<file path="config.mk">
export PLATFORM = sky130hd
export DESIGN_NAME = rail_enable_sequencer
export DESIGN_NICKNAME = d
export VERILOG_FILES = /design/src/design/rail_seq_pkg.sv /design/src/design/rail_enable_sequencer.sv
export SDC_FILE = /design/constraint.sdc
export NUM_CORES = 1
export LEC_CHECK = 0
export BUFFER_PORTS_ARGS = -buffer_cell sky130_fd_sc_hd__buf_2
export CORE_MARGIN = 3
export CORE_UTILIZATION = 45
export DETAILED_ROUTE_END_ITERATION = 10
export PLACE_DENSITY = 0.74
export SLEW_MARGIN = 20
export SYNTH_ARGS = -nofsm -noshare
export SYNTH_HDL_FRONTEND = slang
export SYNTH_SLANG_ARGS = --single-unit
export TNS_END_PERCENT = 30
</file>
<file path="constraint.sdc">
create_clock -name clk_i -period 2.6 [get_ports clk_i]
set_clock_uncertainty 0.1 [all_clocks]
set_input_delay 0.39 -clock clk_i [delete_from_list [all_inputs] [get_ports clk_i]]
set_output_delay 0.39 -clock clk_i [all_outputs]
set_load 0.02 [all_outputs]
</file>
<file path="src/design/rail_seq_pkg.sv">
// Functional notes
// - Enabled rail drops its discharge resistor automatically
// - Discharge strength per rail set by registers
// - Enables come from pins and power-good mix
// - Simultaneous pin falls run both sequences together
// - Early first pin fall drops both PG outputs
// - Next rail delay starts when previous turns off
// - Pin four/five drive switches; aux LDOs software only
// - Shared register enable bit drives first aux LDO only
// - Per step-down mode bit: forced PWM or auto
// - Voltage target writable anytime; starts at default
// - Step range factory fixed, writes cannot change
// - Seven-bit target code, zero means off
package rail_seq_pkg;
	localparam int unsigned NUM_BUCK      = 6;
	localparam int unsigned CLK_HZ        = 100000000;
	localparam int unsigned PD_DELAY_MS   = 4;
	localparam int unsigned PD_DELAY_CYC  = PD_DELAY_MS * (CLK_HZ / 1000);
	// APB register byte offsets
	localparam logic [7:0] BUCK_CTRL_BASE = 8'h00; // six words 0x00..0x14
	localparam logic [7:0] DISCH_CNT1     = 8'h20;
	localparam logic [7:0] DISCH_CNT2     = 8'h24;
	localparam logic [7:0] DISCH_CNT3     = 8'h28;
	localparam logic [7:0] SHARED_CTRL    = 8'h2c;
	localparam logic [7:0] AUX_CTRL       = 8'h30;
	localparam logic [7:0] GPO_CTRL       = 8'h34;
	localparam logic [7:0] RAIL_STATUS    = 8'h38;
	// Step-down control fields
	localparam int unsigned VID_LSB       = 0;
	localparam int unsigned VID_W         = 7;
	localparam int unsigned MODE_BIT      = 7;
	localparam int unsigned RANGE_BIT     = 8;
	// Shared register fields
	localparam int unsigned SH_EN_BIT     = 0;
	localparam int unsigned SH_DIS_LSB    = 1;
	// Factory defaults: codes for 1.0,1.8,1.2,2.5,3.3,1.5 V
	localparam logic [NUM_BUCK*7-1:0] VID_DEFAULT =
		{7'h2d, 7'h5d, 7'h45, 7'h15, 7'h39, 7'h3c};
	localparam logic [NUM_BUCK-1:0] FINE_RANGE = 6'h01; // Only first rail fine
	localparam logic [31:0] DISCH_RESET   = 32'h00000055;
endpackage

</file>
<file path="src/design/rail_enable_sequencer.sv">
`timescale 1ns/1ns
`default_nettype none
module rail_enable_sequencer #(
	parameter int unsigned PD_DELAY_CYCLES = rail_seq_pkg::PD_DELAY_CYC
) (
	input  wire logic        clk_i,
	input  wire logic        reset_n_i,
	input  wire logic        psel_i,
	input  wire logic        penable_i,
	input  wire logic        pwrite_i,
	input  wire logic [7:0]  paddr_i,
	input  wire logic [31:0] pwdata_i,
	output logic      [31:0] prdata_o,
	output logic             pready_o,
	output logic             pslverr_o,
	input  wire logic        enable_pin_one_i,
	input  wire logic        enable_pin_two_i,
	input  wire logic        enable_pin_four_i,
	input  wire logic        enable_pin_five_i,
	input  wire logic [5:0]  buck_pg_i,
	output logic      [5:0]  buck_en_o,
	output logic      [5:0]  buck_pwm_o,
	output logic      [41:0] buck_vid_o,
	output logic      [5:0]  buck_fine_range_o,
	output logic      [5:0]  buck_disch_on_o,
	output logic      [11:0] disch_strength_o,
	output logic             vtt_en_o,
	output logic             switch_a_first_en_o,
	output logic             switch_b_first_en_o,
	output logic             switch_b_second_en_o,
	output logic             first_aux_ldo_en_o,
	output logic             second_aux_ldo_en_o,
	output logic             third_aux_ldo_en_o,
	output logic             pg_out_one_o,
	output logic             pg_out_one_oe_o,
	output logic             pg_out_two_o,
	output logic             pg_out_two_oe_o,
	output logic             gpo_three_o,
	output logic             gpo_three_oe_o,
	output logic             gpo_four_o,
	output logic             gpo_four_oe_o
);
	// Per-rail control: mode and target code
	logic [8:0]  ctrl_q [6];
	logic [31:0] disch_q [3];   // Discharge control words
	logic [3:0]  shared_q;      // Enable and discharge of LDO or switch
	logic [1:0]  aux_q;         // Software enables for aux LDOs
	logic [1:0]  gpo_q;         // Software levels for unmapped outputs
	logic [5:0]  en_q;          // Registered rail enables
	logic        pg_one_q;      // Internal power-good level, first group
	logic        pg_two_q;      // Internal power-good level, system
	logic [31:0] cnt_q [6];     // Power-down delay counters
	logic [5:0]  cond;          // Raw enable condition per rail
	logic        wr_en;
	logic        rd_en;
	logic        addr_ok;

	// Word decode shared by read and write paths
	function automatic logic is_buck(input logic [7:0] a, input int unsigned i);
		is_buck = (a == rail_seq_pkg::BUCK_CTRL_BASE + 8'(4 * i));
	endfunction

	// Zero-wait slave; every access finishes in its access cycle
	assign pready_o  = 1'b1;
	assign wr_en     = psel_i & penable_i & pwrite_i;
	assign rd_en     = psel_i & penable_i & ~pwrite_i;
	assign addr_ok   = (paddr_i < 8'h18) ? (paddr_i[1:0] == 2'b00) :
		(paddr_i[1:0] == 2'b00) && (paddr_i >= 8'h20) && (paddr_i <= 8'h38);
	assign pslverr_o = psel_i & penable_i & ~addr_ok;

	// Step-down control words; range bit is never stored
	always_ff @(posedge clk_i or negedge reset_n_i)
	begin
		if (!reset_n_i)
		begin
			for (int i = 0; i < 6; i++)
				ctrl_q[i] <= {2'b00, rail_seq_pkg::VID_DEFAULT[i*7 +: 7]};
		end
		else if (wr_en)
		begin
			for (int i = 0; i < 6; i++)
				if (is_buck(paddr_i, i))
					ctrl_q[i] <= {1'b0, pwdata_i[rail_seq_pkg::MODE_BIT],
						pwdata_i[rail_seq_pkg::VID_LSB +: rail_seq_pkg::VID_W]};
		end
	end

	// Discharge, shared, aux and output-level registers
	always_ff @(posedge clk_i or negedge reset_n_i)
	begin
		if (!reset_n_i)
		begin
			disch_q[0] <= rail_seq_pkg::DISCH_RESET;
			disch_q[1] <= rail_seq_pkg::DISCH_RESET;
			disch_q[2] <= rail_seq_pkg::DISCH_RESET;
			shared_q   <= 4'h2;
			aux_q      <= 2'b00;
			gpo_q      <= 2'b00;
		end
		else if (wr_en)
		begin
			case (paddr_i)
				rail_seq_pkg::DISCH_CNT1:  disch_q[0] <= pwdata_i;
				rail_seq_pkg::DISCH_CNT2:  disch_q[1] <= pwdata_i;
				rail_seq_pkg::DISCH_CNT3:  disch_q[2] <= pwdata_i;
				rail_seq_pkg::SHARED_CTRL: shared_q   <= pwdata_i[3:0];
				rail_seq_pkg::AUX_CTRL:    aux_q      <= pwdata_i[1:0];
				rail_seq_pkg::GPO_CTRL:    gpo_q      <= pwdata_i[1:0];
				default:                   ;
			endcase
		end
	end

	// Read mux; range bit shows factory value, status shows live state
	always_ff @(posedge clk_i or negedge reset_n_i)
	begin
		if (!reset_n_i)
			prdata_o <= 32'h00000000;
		else if (psel_i && !penable_i && !pwrite_i)
		begin
			prdata_o <= 32'h00000000;
			for (int i = 0; i < 6; i++)
				if (is_buck(paddr_i, i))
					prdata_o <= {23'h000000, rail_seq_pkg::FINE_RANGE[i], ctrl_q[i][7:0]};
			case (paddr_i)
				rail_seq_pkg::DISCH_CNT1:  prdata_o <= disch_q[0];
				rail_seq_pkg::DISCH_CNT2:  prdata_o <= disch_q[1];
				rail_seq_pkg::DISCH_CNT3:  prdata_o <= disch_q[2];
				rail_seq_pkg::SHARED_CTRL: prdata_o <= {28'h0000000, shared_q};
				rail_seq_pkg::AUX_CTRL:    prdata_o <= {30'h00000000, aux_q};
				rail_seq_pkg::GPO_CTRL:    prdata_o <= {30'h00000000, gpo_q};
				rail_seq_pkg::RAIL_STATUS: prdata_o <= {16'h0000, buck_pg_i,
					pg_two_q, pg_one_q, en_q, 2'b00};
				default:                   ;
			endcase
		end
	end

	// Enable conditions: pins gate the first group, power-good chains the rest
	always_comb
	begin
		cond[0] = enable_pin_one_i;
		cond[1] = enable_pin_one_i & buck_pg_i[0];
		cond[2] = enable_pin_two_i & pg_one_q;
		cond[3] = enable_pin_two_i & pg_one_q & buck_pg_i[2];
		cond[4] = enable_pin_two_i & pg_one_q & buck_pg_i[3];
		cond[5] = enable_pin_two_i & pg_one_q & buck_pg_i[4];
	end

	// Power-down chain: first rail of each group drops at once, later rails
	// wait until the rail above is off and its delay has elapsed
	always_ff @(posedge clk_i or negedge reset_n_i)
	begin
		if (!reset_n_i)
		begin
			en_q <= 6'h00;
			for (int i = 0; i < 6; i++)
				cnt_q[i] <= 32'h00000000;
		end
		else
		begin
			for (int i = 0; i < 6; i++)
			begin
				if (cond[i])
				begin
					en_q[i]  <= 1'b1;
					cnt_q[i] <= 32'h00000000;
				end
				else if (en_q[i])
				begin
					// Top of each group has no upstream rail; the rest wait
					if (i == 0 || i == 2 || !en_q[i-1])
					begin
						if (cnt_q[i] >= PD_DELAY_CYCLES - 1 || i == 0 || i == 2)
							en_q[i] <= 1'b0;
						else
							cnt_q[i] <= cnt_q[i] + 32'h00000001;
					end
				end
			end
		end
	end

	// Group power-good levels drop on the next clock edge after pins fall
	always_ff @(posedge clk_i or negedge reset_n_i)
	begin
		if (!reset_n_i)
		begin
			pg_one_q <= 1'b0;
			pg_two_q <= 1'b0;
		end
		else
		begin
			pg_one_q <= enable_pin_one_i & buck_pg_i[0] & buck_pg_i[1];
			pg_two_q <= enable_pin_two_i & enable_pin_one_i & pg_one_q &
				(&buck_pg_i[5:2]);
		end
	end

	// Rail-side outputs
	always_comb
	begin
		for (int i = 0; i < 6; i++)
		begin
			buck_pwm_o[i]            = ctrl_q[i][rail_seq_pkg::MODE_BIT];
			buck_vid_o[i*7 +: 7]     = ctrl_q[i][6:0];
			disch_strength_o[i*2 +: 2] = disch_q[i/2][(i%2)*4 +: 2];
		end
	end
	assign buck_en_o            = en_q;
	assign buck_fine_range_o    = rail_seq_pkg::FINE_RANGE;
	assign buck_disch_on_o      = ~en_q;
	assign vtt_en_o             = en_q[5];
	assign switch_a_first_en_o  = enable_pin_four_i;
	assign switch_b_first_en_o  = enable_pin_four_i;
	assign switch_b_second_en_o = enable_pin_five_i;
	assign first_aux_ldo_en_o   = shared_q[rail_seq_pkg::SH_EN_BIT];
	assign second_aux_ldo_en_o  = aux_q[0];
	assign third_aux_ldo_en_o   = aux_q[1];

	// Open drain: pull low while not good or level bit clear, release when good or set
	assign pg_out_one_o    = 1'b0;
	assign pg_out_one_oe_o = ~pg_one_q;
	assign pg_out_two_o    = 1'b0;
	assign pg_out_two_oe_o = ~pg_two_q;
	assign gpo_three_o     = 1'b0;
	assign gpo_three_oe_o  = ~gpo_q[0];
	assign gpo_four_o      = 1'b0;
	assign gpo_four_oe_o   = ~gpo_q[1];
endmodule
`default_nettype wire

</file>
* Word level (Yosys, flattened, before mapping) *
Cells that the tools add are included.

word-level totals
  bits in registers = 320
  input port bits = 55
  output and inout port bits = 127
  logic and storage cells = 140

operators by class
  add/sub/neg operators = 4
  order comparisons = 7
  equality and inequality tests = 20
  muxes and demuxes = 42
  bitwise gates (word level) = 18
  reduce and logical (&&, ||, !) cells = 29

operators by type and width
  kind                                                   number
  two-way mux 32 bit                                     21
  case mux 32 bit (7 select lines)                       1
  adder 32 x 1 -> 32 bit, second input constant          4
  >= comparator 32 x 19 -> 1 bit, second input constant  4
  equality test 8 x 6 -> 1 bit, second input constant    7
  AND reduction 2 bit                                    12
  two-way mux 1 bit                                      19
  equality test 8 x 4 -> 1 bit, second input constant    2
  equality test 8 x 5 -> 1 bit, second input constant    2
  AND 1 bit                                              12
  AND reduction 3 bit                                    4
  two-way mux 9 bit                                      1
  equality test 8 x 3 -> 1 bit, second input constant    1
  >= comparator 8 x 6 -> 1 bit, second input constant    1
  <= comparator 8 x 6 -> 1 bit, second input constant    1
  zero test 8 bit                                        1
  < comparator 8 x 5 -> 1 bit, second input constant     1
  inequality test 2 x 1 -> 1 bit, second input constant  4
  inequality test 2 bit, second input constant           4
  nonzero test 2 bit                                     4
  inverter 6 bit                                         1
  inverter 1 bit                                         5
  logical AND 1 bit                                      4
  AND reduction 4 bit                                    1
  2 further kinds                                        3

* Logic depth before layout (Yosys ltp) *
  depth in word-level cells = 8
  depth in mapped cells = 8
  depth with buffers taken out = 6

* Worst setup path after synthesis *
No wires, ideal clock.

  path kind = input to register
  start = in paddr_i[0]
  end = reg disch_q[83] (netlist bit)
  setup time = 0.125 ns
  arrival = 2.031 ns
  required time = 2.375 ns
  setup slack = 0.345 ns
  stages on the path = 7
  path buffers = 3
  cell sequence = buf_2 > or4_4 > nor2_2 > and2_1 > buf_2 > buf_4 > mux2_2

between the ends
  longest elaborated chain between the ends = 2

RTL lines
  what                                  RTL line                      text
  start, declared                       rail_enable_sequencer.sv:11   input wire logic [7:0] paddr_i,
  equality test 8 x 6 -> 1 bit          rail_enable_sequencer.sv:102  case (paddr_i)
  AND reduction 2 bit (no source line)  n/a
  end, declared                         rail_enable_sequencer.sv:45   logic [31:0] disch_q [3];

No other way between the ends.
A chain may end at the register's enable or synchronous reset.

* Final worst setup path *
  start = reg cnt_q[16] (netlist bit)
  end = reg cnt_q[6] (netlist bit)

between the ends
  longest elaborated chain between the ends = 3

RTL lines
  what                                    RTL line                      text
  start, declared                         rail_enable_sequencer.sv:52   logic [31:0] cnt_q [6];
  start signal, assigned by index         rail_enable_sequencer.sv:177  cnt_q[i] <= cnt_q[i] + 32'h00000001;
  >= comparator 32 x 19 -> 1 bit          rail_enable_sequencer.sv:174  if (cnt_q[i] >= PD_DELAY_CYCLES - 1 || i == 0 || i == 2)
  inequality test 2 bit (no source line)  n/a
  AND reduction 3 bit (no source line)    n/a

No other way between the ends.

==> impl_metrics.toml <==
[synth]
synth_top_area_cell = "dfrtp_1"
synthTopCellsByArea = "dfrtp_1, mux2_2, dfstp_2, a21oi_1, nand2_1"
ys_types = 71
syn_area_um2 = 15000
synth_top_family_by_area = "simple AND/OR/NAND/NOR gates"
synth.top_cells.by_count = "dfrtp_1, mux2_2, a21oi_1"
ys_seq_area_frac = 0.536
synth_xor_area_frac = 0.000583
netlist_instances = 1349
synth_compound_area_frac = 0.122
postSynth.asyncResetShare = 1.00
yosys_most_used_dff = "dfrtp_1"
synth_seq_cells = 320
synth_warnings = 0
yosys.area_share.adder = 0.00333
synth_edf_count = 0
synth-simple-area-share = 0.161
avgSynthCellArea_um2 = 11.1
synth_top_area_frac = 0.473
yosysMostFrequentCell = "dfrtp_1"
synth.area.mux_share = 0.133

[global_route]
grt_pass1_wl_mm = 63.4
track_usage = 0.220
first_global_vias = 11500
grt_start_max_net_pins = 67
grt.overflow.total = 0
antenna_found_initial = 3

[route]
drtIter0Drc = 1043
firstDrtPassIters = 5
postRouteWirelength_mm = 39.2
ant_nets = 0
vias = 11700
route.detailed.drc = 0
viasPerCell = 5.90
wire_per_inst_um = 19.8

[timing]
slew_headroom = 0.398
tightest_slew_ns = 0.904
rsz0062_at_grt = "false"
fmax_mhz = 418
setup_viol = 0
period_share = 0.921
min_period_ns = 2.39
setup_tns_ns = 0
hold_viol = 0
drv_slew = 0

[setup_path]
crit_path_cell_trace = "nor4_2 -> a211oi_1 -> a211o_1 -> buf_4 -> or3_1 -> a21oi_1"
endpoint_kind = "flop"
rr_worst_depth = 6
critPathTopFamily = "compound AO/OA/AOI/OAI gates"
reg2reg_from = "cnt_q[16]$_DFFE_PN0P_"
cpMaxStageDelayCell = "a211o_1"
cp_num_buf_inv = 1
cpPeakStageDelay_ns = 0.49
regToRegSetupSlack_ns = 0.21
start_kind = "flop"
critPathRequiredTime_ns = 2.94
worstSetupPathType = "flop to flop"
arrival_ns = 2.73
r2r-end = "cnt_q[6]$_DFFE_PN0P_"
cp_max_fo = 13

[hold_path]
whs_endpoint = "disch_q[15]$_DFFE_PN0P_"
hp-class = "input pin to flop"
hold_depth = 2
worstHoldStart = "pwdata_i[15]"

[clocking]
tritoncts = "done"
htreeDepth = 2
clk_path_buf_depth = 3
clockRootBuffer = "clkbuf_16"
clkLatencyLatePin_ns = 0.53
clk_pin_slew_ns = 0.06
cts_buffers = 37
clock-sinks = 320
postCtsSetupRepairBufs = 0

[layout]
n_fill_cell = 2768
nets = 1572
finalNonFillerCells = 1981
syn_to_final_growth_pct = 18.5
drive_above_1_share = 0.332

[die]
die_w_um = 189
die_y_um = 189
initial_core_util = 0.460
pin_count = 182
dieArea_um2 = 35600
core-area_um2 = 32700
fp-row-count = 66

[placement]
place_inst = 1914
dp_hpwl_mm = 27.3
port_buffers = 165
gp_congestion = 0.933

[pwr]
cellLeakagePower_nw = 8.53
power_density_nw_per_um2 = 691
max-vdd-ir-drop_mv = 0.455

[job]
max-cap-violations = 0

[outcome]
status = "completed"
## where the power goes
group | total [W] | leakage [nW] | internal [W] | switching, W
logic | 0.000982 | 3.61 | 0.000373 | 0.000610
clock network | 0.00582 | 0.675 | 0.00379 | 0.00204
registers | 0.00551 | 4.24 | 0.00524 | 0.000264
## area by class of cell
cell class / instances / area [um2] / share of cell area
Sequential cell: 320 / 8050 / 0.452
Multi-Input combinational cell: 907 / 6390 / 0.358
Timing Repair Buffer: 225 / 1350 / 0.0760
Clock buffer: 49 / 1070 / 0.0602
Tap cell: 442 / 553 / 0.0310
Clock inverter: 15 / 317 / 0.0178
Inverter: 22 / 82.6 / 0.00463
Antenna cell: 1 / 2.50 / 0.000140
## how the worst max path moves through the flow
stage | from | to | slack, ns | depth (start not counted)
detailed placement | cnt_q[144]$_DFFE_PN0P_ | cnt_q[144]$_DFFE_PN0P_ | 0.22 | 5
finish | cnt_q[16]$_DFFE_PN0P_ | cnt_q[6]$_DFFE_PN0P_ | 0.21 | 6
floorplan | paddr_i[0] | disch_q[83]$_DFFE_PN0P_ | 0.34 | 7
CTS | cnt_q[144]$_DFFE_PN0P_ | cnt_q[144]$_DFFE_PN0P_ | 0.18 | 5
global placement | paddr_i[6] | prdata_o[19]$_DFFE_PN0P_ | 0.26 | 8
global route | cnt_q[16]$_DFFE_PN0P_ | cnt_q[6]$_DFFE_PN0P_ | 0.005 | 6
## per-stage QoR
stage	instance area, um2	hold WS (ns)	util	power, W	setup slack (ns)
3_3_place_gp	16400	0.297	0.502	0.00652	0.255
6_report	17800	0.0331	0.545	0.0123	0.205
4_1_cts	17800	0.0162	0.545	0.0124	0.176
5_1_grt	17800	0.0343	0.545	0.0128	0.00469
2_1_floorplan	15100	-0.00559	-	0.00613	0.345
3_5_place_dp	16400	0.291	0.502	0.00656	0.220
## flip-flops by register name, summed over array words and instances, names as in the netlist, 2 cells and up
signal,cells
prdata_o,32
aux_q,2
gpo_q,2
cnt_q,128
disch_strength_o,12
buck_pwm_o,6
shared_q,4
buck_vid_o,42
buck_en_o,6
disch_q,84
## cell families after synthesis
family,Yosys count
muxes,176
other,2
DFF,320
adders and majority gates,4
buffers and inverters,131
and+or+nand+nor,431
AOI/OAI and AO/OA,284
xor gates and xnor gates,1
## routing by layer
metal,share of wire,track usage
met4,0.038,0.0859
met5,0.00061,0
met1,0.43,0.303
met2,0.46,0.344
met3,0.073,0.0432
## layout by cell type (no fill, tap or decap), drive strengths merged, types with 36 or more instances in the layout
cell    count
nor2       38
a22oi      37
nand3      44
clkbuf     49
mux2      158
dfstp      36
dfrtp     284
buf       223
nor2b      45
nand2      90
o21ai      51
a21oi      91
## timing repair
action / 4_1_cts / 5_1_grt
endpoints found under the hold margin: 44 / 0
setup endpoints to repair: 0 / 7
hold buffers: 2 / 0
resized for setup: 0 / 1
(Power assumes the default switching activity.)
